### src/gdi_pkg.sv
// Purpose: constants and types for the dual gate drive interlock and lockout block
// Assumes: clk at 20 MHz, synchronous active-high reset
// Notes: Behaviour list below
//
// Behaviour
// - Primary undervoltage forces both gates off and pulls both status pins low.
// - After primary undervoltage clears, stay locked one blocking period, then release.
// - Channel positive-supply undervoltage turns that gate off and pulls its status low.
// - Channel blocking timer starts at detection; a new fault restarts it.
// - Channel status released only after supply recovered and blocking period elapsed.
// - Channel negative-supply undervoltage locks out exactly like positive-supply undervoltage.
// - Mode strap shorted gives direct mode, resistor gives half-bridge mode.
// - Direct mode: input A drives channel one, input B channel two, high on.
// - Half-bridge: enable low holds both off; high lets PWM govern both.
// - Half-bridge PWM rise: channel two off now, channel one on after dead interval.
// - Half-bridge PWM fall: channel one off now, channel two on after dead interval.
// - Dead interval configurable 0.613 to 4.28 us, nominal 3.2 us.
// - Each status pin is open-drain: floats when healthy, pulled low in fault.
// - Status returns only after blocking period, configurable 20 to 130 ms.
// - Blocking strap shorted fixes the blocking period at 10 us.
// - On closes turn-on switch and opens turn-off switch; never both closed.
package gdi_pkg;
   localparam int CLK_PERIOD_NS = 50;
   // Dead interval, nanoseconds as specified, cycle counts derived
   localparam int DEAD_NOM_NS = 3200;
   localparam int DEAD_MIN_NS = 613;
   localparam int DEAD_MAX_NS = 4280;
   localparam logic [7:0] DEAD_NOM_CYC = 8'((DEAD_NOM_NS + CLK_PERIOD_NS - 1) / CLK_PERIOD_NS);
   localparam logic [7:0] DEAD_MIN_CYC = 8'((DEAD_MIN_NS + CLK_PERIOD_NS - 1) / CLK_PERIOD_NS);
   localparam logic [7:0] DEAD_MAX_CYC = 8'(DEAD_MAX_NS / CLK_PERIOD_NS);
   // Blocking period, milliseconds as specified, strap value in nanoseconds
   localparam logic [7:0] BLOCK_NOM_MS = 8'd95;
   localparam logic [7:0] BLOCK_MIN_MS = 8'd20;
   localparam logic [7:0] BLOCK_MAX_MS = 8'd130;
   localparam int BLOCK_SHORT_NS = 10000;
   localparam logic [31:0] BLOCK_SHORT_CYC = 32'(BLOCK_SHORT_NS / CLK_PERIOD_NS);
   localparam int CYC_PER_MS_DEF = 1000000 / CLK_PERIOD_NS;
   // Register byte offsets
   localparam logic [3:0] REG_DEAD_CFG = 4'h0;
   localparam logic [3:0] REG_BLOCK_CFG = 4'h4;
   localparam logic [3:0] REG_STATUS = 4'h8;
   // Status register bit positions
   localparam int ST_HALF_BRIDGE = 0;
   localparam int ST_PRIM_LOCK = 1;
   localparam int ST_CH1_LOCK = 2;
   localparam int ST_CH2_LOCK = 3;
   localparam int ST_CH1_ON = 4;
   localparam int ST_CH2_ON = 5;
   localparam int ST_PIN1 = 6;
   localparam int ST_PIN2 = 7;

   // Gate drive switch pair of one channel
   typedef struct packed {
      logic turnOnSwitch;
      logic turnOffSwitch;
   } gdi_gate_t;

   // Secondary supply monitor indications of one channel
   typedef struct packed {
      logic posUv;
      logic negUv;
   } gdi_uv_t;

   // Half-bridge sequencer states
   typedef enum logic [4:0] {
      HB_OFF = 5'b00001,
      HB_WAIT1 = 5'b00010,
      HB_ON1 = 5'b00100,
      HB_WAIT2 = 5'b01000,
      HB_ON2 = 5'b10000
   } gdi_hb_state_t;
endpackage

### src/gdi_core.sv
// Purpose: dual-channel gate drive control with interlock, lockout and status pins
// Assumes: all pins synchronous to clk; Avalon-MM slave with byte addresses
// Notes: gate switch pairs and status enables come from flip-flops
//
// Chosen here: the register addresses and the Avalon-MM interface to the registers.
`timescale 1ns/1ns
`default_nettype none
module gdi_core #(
   parameter int CYC_PER_MS = gdi_pkg::CYC_PER_MS_DEF
) (
   input wire logic clk,
   input wire logic reset,
   // Avalon-MM slave
   input wire logic [3:0] avsAddress,
   input wire logic avsRead,
   input wire logic avsWrite,
   input wire logic [31:0] avsWriteData,
   input wire logic [3:0] avsByteEnable,
   output logic [31:0] avsReadData,
   output logic avsWaitRequest,
   // Host logic inputs and straps
   input wire logic pwmInputA,
   input wire logic enableInputB,
   input wire logic modeStrapShort,
   input wire logic blockingTimeStrapShort,
   // Supply monitors
   input wire logic primaryUv,
   input wire gdi_pkg::gdi_uv_t uvCh1,
   input wire gdi_pkg::gdi_uv_t uvCh2,
   // Gate drive switches
   output gdi_pkg::gdi_gate_t gateCh1,
   output gdi_pkg::gdi_gate_t gateCh2,
   // Open-drain status pins, enable low while pulling down
   input wire logic faultStatusCh1In,
   output logic faultStatusCh1Out,
   output logic faultStatusCh1Oe_n,
   input wire logic faultStatusCh2In,
   output logic faultStatusCh2Out,
   output logic faultStatusCh2Oe_n
);
   import gdi_pkg::*;

   // Clamp a dead interval setting into its legal range
   function automatic logic [7:0] clampDead(input logic [7:0] v);
      if (v < DEAD_MIN_CYC) begin
         return DEAD_MIN_CYC;
      end else if (v > DEAD_MAX_CYC) begin
         return DEAD_MAX_CYC;
      end
      return v;
   endfunction

   // Clamp a blocking setting into its legal range
   function automatic logic [7:0] clampBlock(input logic [7:0] v);
      if (v < BLOCK_MIN_MS) begin
         return BLOCK_MIN_MS;
      end else if (v > BLOCK_MAX_MS) begin
         return BLOCK_MAX_MS;
      end
      return v;
   endfunction

   // ---------------- Register bus ----------------
   logic ack_ff;
   logic [31:0] readData_ff;
   logic [7:0] deadCfg_ff;
   logic [7:0] blockCfg_ff;
   logic [31:0] nxt_readData;
   logic request;
   logic writeDone;
   logic selDead;
   logic selBlock;
   logic selStatus;
   logic [7:0] statusBits;

   // Address decode and handshake
   assign request = avsRead | avsWrite;
   assign avsWaitRequest = request & ~ack_ff;
   assign writeDone = avsWrite & ack_ff & avsByteEnable[0];
   assign selDead = (avsAddress == REG_DEAD_CFG);
   assign selBlock = (avsAddress == REG_BLOCK_CFG);
   assign selStatus = (avsAddress == REG_STATUS);
   assign avsReadData = readData_ff;

   // Read data mux; unmapped offsets read zero
   assign nxt_readData = selDead ? {24'h000000, deadCfg_ff} :
                         selBlock ? {24'h000000, blockCfg_ff} :
                         selStatus ? {24'h000000, statusBits} : 32'h00000000;

   // Bus answer one cycle after the request appears
   always_ff @(posedge clk) begin
      if (reset) begin
         ack_ff <= 1'b0;
         readData_ff <= 32'h00000000;
      end else begin
         ack_ff <= request & ~ack_ff;
         if (avsRead & ~ack_ff) begin
            readData_ff <= nxt_readData;
         end
      end
   end

   // Configuration registers, written at the completing edge
   always_ff @(posedge clk) begin
      if (reset) begin
         deadCfg_ff <= DEAD_NOM_CYC;
         blockCfg_ff <= BLOCK_NOM_MS;
      end else if (writeDone) begin
         if (selDead) begin
            deadCfg_ff <= clampDead(avsWriteData[7:0]);
         end
         if (selBlock) begin
            blockCfg_ff <= clampBlock(avsWriteData[7:0]);
         end
      end
   end

   // ---------------- Blocking period ----------------
   logic [31:0] blockCyc;
   logic [31:0] cycPerMs;

   // Shorted strap overrides the programmed period
   assign cycPerMs = 32'(CYC_PER_MS);
   assign blockCyc = blockingTimeStrapShort ? BLOCK_SHORT_CYC :
                     32'({24'h000000, blockCfg_ff} * cycPerMs);

   // ---------------- Lockouts ----------------
   logic primLocked;
   logic ch1Locked;
   logic ch2Locked;
   logic ch1Fault;
   logic ch2Fault;

   // Either secondary rail falling short faults its own channel
   assign ch1Fault = uvCh1.posUv | uvCh1.negUv;
   assign ch2Fault = uvCh2.posUv | uvCh2.negUv;

   // Primary lockout counts from the clear
   gdi_lockout uPrim (
      .clk(clk),
      .reset(reset),
      .fault(primaryUv),
      .startAtDetect(1'b0),
      .targetCyc(blockCyc),
      .locked(primLocked)
   );

   // Channel lockouts count from detection, one timer each
   gdi_lockout uCh1 (
      .clk(clk),
      .reset(reset),
      .fault(ch1Fault),
      .startAtDetect(1'b1),
      .targetCyc(blockCyc),
      .locked(ch1Locked)
   );

   gdi_lockout uCh2 (
      .clk(clk),
      .reset(reset),
      .fault(ch2Fault),
      .startAtDetect(1'b1),
      .targetCyc(blockCyc),
      .locked(ch2Locked)
   );

   // ---------------- Transmission logic ----------------
   logic halfBridge;
   logic hb1Req;
   logic hb2Req;
   logic ch1Req;
   logic ch2Req;

   // Resistor on the mode strap selects half-bridge
   assign halfBridge = ~modeStrapShort;

   gdi_dead uDead (
      .clk(clk),
      .reset(reset),
      .pwm(pwmInputA),
      .enable(enableInputB & halfBridge),
      .deadCyc(deadCfg_ff),
      .ch1Req(hb1Req),
      .ch2Req(hb2Req)
   );

   // Mode picks direct inputs or sequencer
   assign ch1Req = halfBridge ? hb1Req : pwmInputA;
   assign ch2Req = halfBridge ? hb2Req : enableInputB;

   // ---------------- Gate drive and status ----------------
   logic [1:0] wantOn;
   logic [1:0] chanLocked;
   logic [1:0] on_ff;
   logic [1:0] pull_ff;

   assign wantOn = {ch2Req, ch1Req};
   assign chanLocked = {ch2Locked, ch1Locked};

   // Each channel: gate and status from its lockout and the primary lockout
   for (genvar i = 0; i < 2; i++) begin : gChan
      always_ff @(posedge clk) begin
         if (reset) begin
            on_ff[i] <= 1'b0;
            pull_ff[i] <= 1'b1;
         end else begin
            on_ff[i] <= wantOn[i] & ~chanLocked[i] & ~primLocked;
            pull_ff[i] <= chanLocked[i] | primLocked;
         end
      end
   end

   // Complementary switch pair, never both closed
   assign gateCh1.turnOnSwitch = on_ff[0];
   assign gateCh1.turnOffSwitch = ~on_ff[0];
   assign gateCh2.turnOnSwitch = on_ff[1];
   assign gateCh2.turnOffSwitch = ~on_ff[1];

   // Open-drain: drive low only in fault, float otherwise
   assign faultStatusCh1Out = 1'b0;
   assign faultStatusCh2Out = 1'b0;
   assign faultStatusCh1Oe_n = ~pull_ff[0];
   assign faultStatusCh2Oe_n = ~pull_ff[1];

   // Status word visible to software
   assign statusBits[ST_HALF_BRIDGE] = halfBridge;
   assign statusBits[ST_PRIM_LOCK] = primLocked;
   assign statusBits[ST_CH1_LOCK] = ch1Locked;
   assign statusBits[ST_CH2_LOCK] = ch2Locked;
   assign statusBits[ST_CH1_ON] = on_ff[0];
   assign statusBits[ST_CH2_ON] = on_ff[1];
   assign statusBits[ST_PIN1] = faultStatusCh1In;
   assign statusBits[ST_PIN2] = faultStatusCh2In;
endmodule
`default_nettype wire

### src/gdi_lockout.sv
// Purpose: one undervoltage lockout with its blocking period timer
// Assumes: target count stable while counting; fault level synchronous to clk
// Notes: startAtDetect selects secondary-side timing, else primary-side timing
`timescale 1ns/1ns
`default_nettype none
module gdi_lockout (
   input wire logic clk,
   input wire logic reset,
   input wire logic fault,
   input wire logic startAtDetect,
   input wire logic [31:0] targetCyc,
   output logic locked
);
   import gdi_pkg::*;

   logic busy_ff;
   logic faultPrev_ff;
   logic [31:0] cnt_ff;
   logic nxt_busy;
   logic [31:0] nxt_cnt;
   logic restart;
   logic expired;

   // Detection restarts on a new fault; primary timing holds at zero while fault stands
   assign restart = startAtDetect ? (fault & ~faultPrev_ff) : fault;
   assign expired = busy_ff & (cnt_ff >= targetCyc - 32'd1);
   assign nxt_busy = restart | (busy_ff & ~expired);
   assign nxt_cnt = (restart | ~busy_ff) ? 32'd0 : cnt_ff + 32'd1;
   assign locked = fault | busy_ff;

   // Timer state; reset enters lockout
   always_ff @(posedge clk) begin
      if (reset) begin
         busy_ff <= 1'b1;
         faultPrev_ff <= 1'b0;
         cnt_ff <= 32'd0;
      end else begin
         busy_ff <= nxt_busy;
         faultPrev_ff <= fault;
         cnt_ff <= nxt_cnt;
      end
   end
endmodule
`default_nettype wire

### src/gdi_dead.sv
// Purpose: half-bridge sequencer with dead interval between channels
// Assumes: deadCyc at least one
// Notes: opposite channel drops the cycle after the PWM edge is seen
`timescale 1ns/1ns
`default_nettype none
module gdi_dead (
   input wire logic clk,
   input wire logic reset,
   input wire logic pwm,
   input wire logic enable,
   input wire logic [7:0] deadCyc,
   output logic ch1Req,
   output logic ch2Req
);
   import gdi_pkg::*;

   gdi_hb_state_t state_ff;
   gdi_hb_state_t nxt_state;
   logic [7:0] cnt_ff;
   logic [7:0] nxt_cnt;
   logic done;

   assign done = cnt_ff >= deadCyc - 8'd1;

   // Next state: PWM level picks the side, dead wait precedes every turn-on
   always_comb begin
      nxt_state = state_ff;
      nxt_cnt = cnt_ff + 8'd1;
      if (!enable) begin
         nxt_state = HB_OFF;
         nxt_cnt = 8'd0;
      end else begin
         unique case (state_ff)
            HB_OFF: begin
               nxt_state = pwm ? HB_WAIT1 : HB_WAIT2;
               nxt_cnt = 8'd0;
            end
            HB_WAIT1: begin
               if (!pwm) begin
                  nxt_state = HB_WAIT2;
                  nxt_cnt = 8'd0;
               end else if (done) begin
                  nxt_state = HB_ON1;
               end
            end
            HB_ON1: begin
               if (!pwm) begin
                  nxt_state = HB_WAIT2;
               end
               nxt_cnt = 8'd0;
            end
            HB_WAIT2: begin
               if (pwm) begin
                  nxt_state = HB_WAIT1;
                  nxt_cnt = 8'd0;
               end else if (done) begin
                  nxt_state = HB_ON2;
               end
            end
            HB_ON2: begin
               if (pwm) begin
                  nxt_state = HB_WAIT1;
               end
               nxt_cnt = 8'd0;
            end
            default: begin
               nxt_state = HB_OFF;
               nxt_cnt = 8'd0;
            end
         endcase
      end
   end

   // Sequencer registers
   always_ff @(posedge clk) begin
      if (reset) begin
         state_ff <= HB_OFF;
         cnt_ff <= 8'd0;
      end else begin
         state_ff <= nxt_state;
         cnt_ff <= nxt_cnt;
      end
   end

   assign ch1Req = (state_ff == HB_ON1);
   assign ch2Req = (state_ff == HB_ON2);
endmodule
`default_nettype wire

### config.mk
export PLATFORM = sky130hd
export DESIGN_NAME = gdi_core
export DESIGN_NICKNAME = d
export VERILOG_FILES = /design/src/gdi_pkg.sv /design/src/gdi_core.sv /design/src/gdi_lockout.sv /design/src/gdi_dead.sv
export SDC_FILE = /design/constraint.sdc
export NUM_CORES = 1
export LEC_CHECK = 0
export BUFFER_PORTS_ARGS = -buffer_cell sky130_fd_sc_hd__buf_2
export CAP_MARGIN = 40
export CORE_MARGIN = 2
export CORE_UTILIZATION = 30
export CTS_CLUSTER_SIZE = 24
export DETAILED_ROUTE_END_ITERATION = 8
export PLACE_DENSITY_LB_ADDON = 0.05
export RECOVER_POWER = 50
export REMOVE_ABC_BUFFERS = 1
export SETUP_SLACK_MARGIN = 0.4
export SYNTH_ARGS = -nofsm -noshare
export SYNTH_HDL_FRONTEND = slang
export SYNTH_SLANG_ARGS = --single-unit
### constraint.sdc
create_clock -name clk -period 7.9 [get_ports clk]
set_input_delay 0.79 -clock clk [delete_from_list [all_inputs] [get_ports clk]]
set_output_delay 0.79 -clock clk [all_outputs]
set_load 0.05 [all_outputs]
==> results of run 1 <==
[Yosys cell counts (all sizes together) (20+ instances only)]
master	instances
nor2	174
dfxtp	143
ha	136
nand2	70
xor2	62
a21oi	61
inv	51
nand3	51
o21ai	39
xnor2	38
clkbuf	31
and3	28
buf	28
nand4	27
a21o	24
nor3	24
nand2b	20
or3	20
[cells by family (layout without fill, tap and decap cells)]
| kind of cell | count (synthesis) | in the layout | synth area share |
|---|---|---|---|
| and+or+nand+nor | 482 | 482 | 0.240 |
| muxes | 3 | 3 | 0.00300 |
| other | 1 | 26 | 0.000374 |
| AOI/OAI and AO/OA | 208 | 208 | 0.136 |
| adders and majority gates | 150 | 150 | 0.196 |
| buffers and inverters | 110 | 134 | 0.0517 |
| xor gates and xnor gates | 100 | 100 | 0.0874 |
| DFF | 143 | 143 | 0.286 |
[state kept, by name (all words and copies together) (netlist names)]
register and cells:
uCh1.cnt_ff 32, uCh2.cnt_ff 32, uPrim.cnt_ff 32, avsReadData 8
blockCfg_ff 8, deadCfg_ff 8, uDead.cnt_ff 8, uDead.state_ff 5
pull_ff 2, ack_ff 1, gateCh1 1, gateCh2 1
uCh1.busy_ff 1, uCh1.faultPrev_ff 1, uCh2.busy_ff 1, uCh2.faultPrev_ff 1
uPrim.busy_ff 1
[report_power, final]
group,internal [W],switching [W],total [W]
sequential,0.000726,0.00000471,0.000731
clock,0.000443,0.000345,0.000788
combinational,0.0000459,0.000117,0.000163
total,0.00121,0.000466,0.00168
[layout make-up]
type                       instances  area, um^2  area share
multi-input combinational        969        6730       0.604
sequential                       143        2860       0.257
tap                              442         553      0.0497
clock buffer                      20         447      0.0401
timing repair buffer              51         243      0.0218
inverter                          51         191      0.0172
clock inverter                    12         110     0.00989
[cells in the final DEF, fill, tap and decap left out, drive strengths merged, types with 24 or more instances in the layout]
master  synthesis  routed
nor2          174     174
nand2          70      70
o21ai          39      39
a21o           24      24
ha            136     136
buf            28      33
nand3          51      51
xor2           62      62
nor3           24      24
clkbuf         31      38
dfxtp         143     143
a21oi          61      61
xnor2          38      38
and3           28      28
inv            51      54
nand4          27      27
conb            1      26
[worst max-delay path: cells and delay by family (launching register included)]
kind	cells	cell delay, ns
adder cells (fa/ha/maj)	6	2.34
AO/OA/AOI/OAI	11	2.34
AND/OR/NAND/NOR	5	1.42
flip-flops	1	0.62
buffers and inverters	2	0.11
[per-stage QoR]
stage           util  area (um^2)  setup slack (ns)  hold WS (ns)  total power (W)
2_1_floorplan      -         9790              1.51         0.413         0.000859
3_3_place_gp   0.324        10600              1.00         0.425         0.000913
3_5_place_dp   0.325        10600             0.995         0.429         0.000912
4_1_cts        0.342        11200             0.949         0.439          0.00172
5_1_grt        0.341        11100             0.425         0.472          0.00176
6_report       0.341        11100             0.992         0.440          0.00168
[metal layers]
layer	GRT usage	share of wire	wire length (um)
met5	0	0.00047	12
met1	0.201	0.50	12700
met3	0.0271	0.025	630
met4	0.0375	0.0094	239
met2	0.253	0.47	11900
[how the worst min path moves through the flow]
stage               startpoint              end  slack, ns  cells past startpoint
6_report       uPrim.cnt_ff[0]  uPrim.cnt_ff[0]       0.44                      1
5_1_grt        uPrim.cnt_ff[0]  uPrim.cnt_ff[0]       0.47                      1
4_1_cts        uPrim.cnt_ff[0]  uPrim.cnt_ff[0]       0.44                      1
3_5_place_dp   uPrim.cnt_ff[0]  uPrim.cnt_ff[0]       0.43                      1
3_3_place_gp   uPrim.cnt_ff[0]  uPrim.cnt_ff[0]       0.42                      1
2_1_floorplan  uPrim.cnt_ff[0]  uPrim.cnt_ff[0]       0.41                      1
==> results.cfg, run 1 <==
[synth]
yosysTopAreaCellShare = 0.286
syn_area_per_cell_um2 = 8.37
syn_inst = 1197
async_reset_ff_frac = 0
ys_top_cells_by_area = dfxtp_1 29%, ha_1 17%, nor2_1 6.5%
synth_top_area_cell = dfxtp_1
yosys_warnings = 0
ys_types = 61
synth_edf_count = 0
syn_area_mm2 = 0.0100
seq_area_frac_synth = 0.286
synthFlopType = dfxtp_1
ys_ff_latch = 143

[setup_path]
crit_path_frequent_cell = a21o_1
cp.required_ns = 8.25
crit_path_end_kind = flip-flop
reg2regPathDepth = 24
path_class = flip-flop to flip-flop
critPathLaunchType = flip-flop
critPathSlowestCell = dfxtp_1
endpoint = uPrim.busy_ff
r2r_slack_ns = 0.99
crit_chain = ha_1 > ha_1 > inv_1 > fa_1 > fa_1 > inv_1 > ha_1 > a211o_1 > a21oi_1 > o2111ai_1 > or4_1 > nor2_1 > nand4_1 > or2_2 > ha_1 > a21o_1 > a21o_1 > a21o_1 > a21o_1 > a21o_1 > a311oi_1 > nor2_1 > o32a_1 > o211ai_1
startpoint = blockCfg_ff[2]
cp_data_arrival_time_ns = 7.26
path_max_fanout = 10
reg2reg_to = uPrim.busy_ff
max_stage_delay_ns = 0.62
r2r-start = blockCfg_ff[2]

[floorplanning]
die_w_um = 187
ios = 96
num_rows = 66
die-area_mm2 = 0.0349
initial_core_util = 0.306
core_mm2 = 0.0327
die_h_um = 187

[route]
dr.first_iter.drc_count = 305
num_vias = 8091
routed_wirelength_mm = 25.5
dr.pass1.iters = 5
post_drt_wl_per_cell_um = 15.1
drc = 0
viasPerCell = 4.79
ant_nets = 0

[global_routing]
antenna_found_initial = 1
grt_use_total = 0.151
grt_first_pass_wirelength_mm = 42.5
grt_pass1_vias = 8071
grt_max_degree = 36
grt-ovfl-total = 0

[flow_run]
maxCapViolations = 1

[clock_tree]
htree_num_levels = 4
cts_buffer_depth = 2
cts_setup_buffers = 0
cts.sinks = 143
root_buffer = clkbuf_16
numCtsBuffers = 17
path_clk_slew_ns = 0.06
cts-resized-gates = 0
cts_tree = built
clk-insertion-delay-late_ns = 0.43
ctsHoldBuffers = 0

[cells_and_area]
syn_to_final_growth_pct = 11.2
finalNetCount = 1436
diodes = 0
drive_gt1_frac = 0.0618
fillers = 3520
final_cells = 1688

[pwr]
power_density_mw_per_mm2 = 151
peakVddDrop_v = 0.000139
leakage_nw = 4.59

[timing]
hold_viol = 0
rsz0062_at_grt = no
drv_slew = 36
worstMarginPinSlew_ns = 1.91
finalCriticalPeriod_ns = 6.91
max_freq_ghz = 0.145
max-slew-margin-rel = -0.273
final_min_period_over_clock_period = 0.874
setup_viol = 0
finalSetupTns_ns = 0
final.setup_skew_ns = 0.00810

[place]
gp_congestion = 0.784
place_hpwl_mm = 19.3
dp.cells = 1656
port_buffers = 42

[min_path]
worst_hold_path_type = flip-flop to flip-flop

[outcome]
status = finished, violations left
violations = max-capacitance violations, max-slew violations
No activity file was read; power rests on OpenSTA's default activity.
==> run 2: changes to the inputs <==
- SYNTH_HIERARCHICAL: not set -> 1
- clock period: 7.9 -> 8.7 ns (I/O delays scaled with it)
==> results.cfg, run 2 <==
[outcome]
status = finished, violations left
violations = max-capacitance violations, max-slew violations

[clock_tree]
ctsHoldBuffers = 0
clk-insertion-delay-late_ns = 0.44
root_buffer = clkbuf_16
numCtsBuffers = 17
cts_setup_buffers = 0
path_clk_slew_ns = 0.06
htree_num_levels = 4
cts.sinks = 144
cts-resized-gates = 0
cts_buffer_depth = 2
cts_tree = built

[synth]
syn_inst = 1411
syn_area_mm2 = 0.0117
synth_most_common_cell = nor2_1
synthTopCellsByCount = 189 x nor2_1, 151 x ha_1, 144 x dfxtp_1
async_reset_ff_frac = 0
synthFlopType = dfxtp_1
ys_types = 68
synth_edf_count = 0
seq_area_frac_synth = 0.247
syn_area_per_cell_um2 = 8.28
yosysTopAreaCellShare = 0.247
ys_top_cells_by_area = dfxtp_1 25%, ha_1 16%, xnor2_1 8.8%
yosys_warnings = 6
synth_top_area_cell = dfxtp_1
ys_ff_latch = 144

[pwr]
power_density_mw_per_mm2 = 121
peakVddDrop_v = 0.000137
leakage_nw = 5.17
power_w = 0.00162

[floorplanning]
die_w_um = 201
die_h_um = 201
die-area_mm2 = 0.0406
core_mm2 = 0.0386
initial_core_util = 0.303
ios = 96
num_rows = 72

[global_routing]
busiest_layer = met2
grt-ovfl-total = 0
grt_pass1_vias = 9363
gr-usage-met3 = 0.0212
grtUsageMet2 = 0.242
grt_use_total = 0.146
use_met1 = 0.196
antenna_found_initial = 1
grt_first_pass_wirelength_mm = 48.1
grt_max_degree = 32

[timing]
whs_ns = 0.459
finalSetupTns_ns = 0
final.setup_skew_ns = 0.0103
finalCriticalPeriod_ns = 6.93
max_freq_ghz = 0.144
worstMarginPinSlew_ns = 1.64
setup_viol = 0
final_min_period_over_clock_period = 0.797
drv_slew = 32
hold_viol = 0
rsz0062_at_grt = no
max-slew-margin-rel = -0.0946

[cells_and_area]
syn_to_final_growth_pct = 15.0
layout_common_cells = 189 x nor2_1, 151 x ha_1, 144 x dfxtp_1, 132 x conb_1, 118 x xnor2_1
diodes = 0
final_util = 0.349
reg.largest.list = uCh1/cnt_ff x32, uCh2/cnt_ff x32, uPrim/cnt_ff x32
drive_gt1_frac = 0.0771
finalNetCount = 1788
final_common_cell = nor2_1

[setup_path]
critPathSlowestCell = or4_4
crit_chain = ha_1 > ha_1 > inv_1 > fa_1 > fa_1 > inv_1 > ha_1 > a211oi_1 > nor2_1 > o21ai_1 > xor2_1 > nor2_1 > or4_4 > or4_4 > or3_4 > nor2_1 > xnor2_1 > ha_1 > a21oi_1 > o21ai_0 > a221oi_1 > o211ai_1 > a21oi_1
crit_path_end_kind = flip-flop
cp.required_ns = 9.07
max_stage_delay_ns = 0.61
critPathBufInv = 2
critPathLaunchType = flip-flop
cp_data_arrival_time_ns = 7.30
path_max_fanout = 8
crit_path_frequent_cell = ha_1
path_class = flip-flop to flip-flop
cpLargestDelayFamily = adder cells

[route]
routed_wirelength_mm = 29.0
viasPerCell = 4.63
post_drt_wl_per_cell_um = 13.8
dr.first_iter.drc_count = 381
dr.pass1.iters = 4
ant_nets = 0
drc = 0
num_vias = 9737

[place]
port_buffers = 42
place_hpwl_mm = 22.8
gp_congestion = 0.751

[flow_run]
maxCapViolations = 1

[min_path]
worst_hold_path_type = flip-flop to flip-flop
[run 2: changes by cell type after synthesis, moves of 11 or more]
cell	before	now
ha_1	136	151
nand3_1	51	62
o21ai_0	39	24
nor2_1	174	189
xnor2_1	38	118
and3_1	28	16
nor4_1	5	40
a21o_1	24	4
nand2_1	70	94
clkbuf_1	31	19
nor3_1	24	48
mux2i_1	3	14
[run 2: metrics by stage]
stage	cell area, um^2	setup slack, ns	std cells
2_1_floorplan	11800	2.68	1487
3_3_place_gp	12800	1.72	2058
3_5_place_dp	12900	1.69	2069
4_1_cts	13500	1.65	2101
5_1_grt	13400	1.35	2101
6_report	13400	1.77	2101
[run 2: layout make-up]
class	count	area, um^2
Fill cell	4156	25100
Multi-Input combinational cell	1287	8750
Sequential cell	144	2880
Tap cell	518	648
Clock buffer	19	443
Timing Repair Buffer	64	373
Inverter	56	210
Clock inverter	13	139
[run 2: worst paths after layout]
check / start / endpoint / slack [ns] / cells after the start
setup / recovery: blockCfg_ff[2] / uCh2/busy_ff / 1.77 / 23
setup reg to reg: blockCfg_ff[2] / uCh2/busy_ff / 1.77 / 23
hold reg to reg: uCh1/cnt_ff[0] / uCh1/cnt_ff[0] / 0.46 / 1
hold / removal: uCh1/cnt_ff[0] / uCh1/cnt_ff[0] / 0.46 / 1
[run 2: report_power, final]
part | switching, W | internal [W] | total (W) | leakage, nW
Clock | 0.000312 | 0.000429 | 0.000741 | 0.271
Combinational | 0.000141 | 0.0000723 | 0.000213 | 3.74
Sequential | 0.00000460 | 0.000663 | 0.000668 | 1.16
Total | 0.000457 | 0.00116 | 0.00162 | 5.17
[run 2: logic make-up after synthesis]
| family | count (synthesis) | share of synthesized area |
|---|---|---|
| compound gates | 178 | 0.0959 |
| xor+xnor | 189 | 0.142 |
| fa+ha+maj | 163 | 0.182 |
| buf+inv | 110 | 0.0472 |
| flops | 144 | 0.247 |
| mux | 14 | 0.0120 |
| other cells | 2 | 0.000642 |
| simple gates | 611 | 0.274 |
[run 2: per-layer routing]
layer / up-vias / wire [um]
met3: 21 / 660
met2: 90 / 13300
li1: 5194 / -
met1: 4432 / 14600
met5: - / 0
met4: 0 / 458
==> run 3: changes to the inputs <==
- clock period: 8.7 -> 7.26 ns (I/O delays scaled with it)
==> results.cfg, run 3 (synthesis gave the netlist of run 2 again) <==
[pwr]
power_density_mw_per_mm2 = 150
leakage_nw = 5.25
power_w = 0.00204
peakVddDrop_v = 0.000151

[outcome]
status = finished, violations left
violations = max-capacitance violations, max-slew violations

[global_routing]
grt_max_degree = 32
antenna_found_initial = 1
gr-usage-met3 = 0.0262
grt_first_pass_wirelength_mm = 49.7
grt-ovfl-total = 0
grtUsageMet2 = 0.249
use_met1 = 0.204
grt_use_total = 0.152
busiest_layer = met2
grt_pass1_vias = 9561

[route]
routed_wirelength_mm = 29.8
viasPerCell = 4.62
post_drt_wl_per_cell_um = 14.2
num_vias = 9725
drc = 0
dr.first_iter.drc_count = 443
dr.pass1.iters = 4
ant_nets = 0

[clock_tree]
cts_setup_buffers = 0
cts.sinks = 144
root_buffer = clkbuf_16
ctsHoldBuffers = 0
cts_buffer_depth = 2
path_clk_slew_ns = 0.06
htree_num_levels = 4
clk-insertion-delay-late_ns = 0.45
numCtsBuffers = 17
cts_tree = built

[cells_and_area]
final_common_cell = nor2_1
syn_to_final_growth_pct = 16.2
finalNetCount = 1793
layout_common_cells = 188 x nor2_1, 151 x ha_1, 141 x dfxtp_1, 132 x conb_1, 118 x xnor2_1
drive_gt1_frac = 0.0844
diodes = 0
fillers = 4138
reg.largest.list = uCh1/cnt_ff x32, uCh2/cnt_ff x32, uPrim/cnt_ff x32

[setup_path]
reg2regPathDepth = 23
r2r_slack_ns = 0.79
path_class = flip-flop to flip-flop
path_max_fanout = 6
critPathLaunchType = flip-flop
cp.required_ns = 7.63
crit_path_end_kind = flip-flop
cp_data_arrival_time_ns = 6.85

[timing]
final_min_period_over_clock_period = 0.892
final.setup_skew_ns = 0.00830
drv_slew = 32
finalCriticalPeriod_ns = 6.47
setup_viol = 0
rsz0062_at_grt = no
max-slew-margin-rel = -0.101
whs_ns = 0.471
fin_ws_ns = 0.787
finalSetupTns_ns = 0
hold_viol = 0
max_freq_ghz = 0.154
worstMarginPinSlew_ns = 1.65

[floorplanning]
initial_core_util = 0.303
die-area_mm2 = 0.0406
ios = 96
core_mm2 = 0.0386
die_w_um = 201
num_rows = 72
die_h_um = 201

[min_path]
worst_hold_path_type = flip-flop to flip-flop
hold_depth = 1

[place]
port_buffers = 42
gp_congestion = 0.752
place_hpwl_mm = 23.4
pre_cts_ws_ns = 0.401

[flow_run]
maxCapViolations = 1
==> run 3: changes by cell type in the layout (fill, tap and decap cells not counted), sizes merged <==
cell           before  now
inv                57   56
buf                44   51
clkinvlp            5    2
clkbuf             35   36
bufinv              2    5
clkdlybuf4s15       2    1
clkinv              5    4
==> run 3: per-layer routing <==
metal / vias up / part of all wire
met5: - / 0
met4: 0 / 0.017
met3: 25 / 0.024
met2: 97 / 0.45
met1: 4387 / 0.51
li1: 5216 / -
==> run 3: power breakdown <==
part	internal, W	total [W]	switching, W
combinational	0.0000884	0.000261	0.000173
clock	0.000625	0.000981	0.000357
sequential	0.000794	0.000799	0.00000543
total	0.00151	0.00204	0.000535
==> run 3: worst paths after layout <==
kind                  start           end
max reg2reg  blockCfg_ff[2]  uCh2/busy_ff
min reg2reg          ack_ff        ack_ff
min                  ack_ff        ack_ff
max          blockCfg_ff[2]  uCh2/busy_ff
==> run 3: layout make-up <==
| cell class | count | area (um^2) | area share |
|---|---|---|---|
| tap | 518 | 648 | 0.0477 |
| inverter | 56 | 210 | 0.0155 |
| multi-input combinational | 1287 | 8770 | 0.646 |
| sequential | 144 | 2890 | 0.213 |
| clock buffer | 21 | 460 | 0.0339 |
| timing repair buffer | 69 | 412 | 0.0303 |
| clock inverter | 11 | 185 | 0.0136 |
==> run 3: what timing repair did <==
action / 4_1_cts / 5_1_grt
resized for setup: 1 / 10
setup endpoints to repair: 1 / 3
gates cloned: 0 / 0
pin swaps: 0 / 1
==> run 3: worst max-delay path: stages, from the launching register on <==
cell,delay (ns)
dfxtp_1,0.32
ha_1,0.30
ha_1,0.28
inv_1,0.05
fa_1,0.49
fa_1,0.55
fa_1,0.46
nor2b_1,0.20
o31a_1,0.25
o21a_1,0.15
o21a_1,0.11
nor3_1,0.05
buf_2,0.22
or4_4,0.57
or4_4,0.49
or3_4,0.48
nor2_1,0.13
xnor2_1,0.08
ha_1,0.30
a21oi_1,0.12
o21ai_0,0.12
a221oi_1,0.34
o211ai_1,0.15
a21oi_1,0.19
==> run 3: through the flow <==
step	utilization	instance area, um^2	cells
floorplan	-	11800	1487
global placement	0.332	12800	2062
detailed placement	0.335	12900	2074
CTS	0.352	13600	2106
global route	0.352	13600	2106
finish	0.352	13600	2106
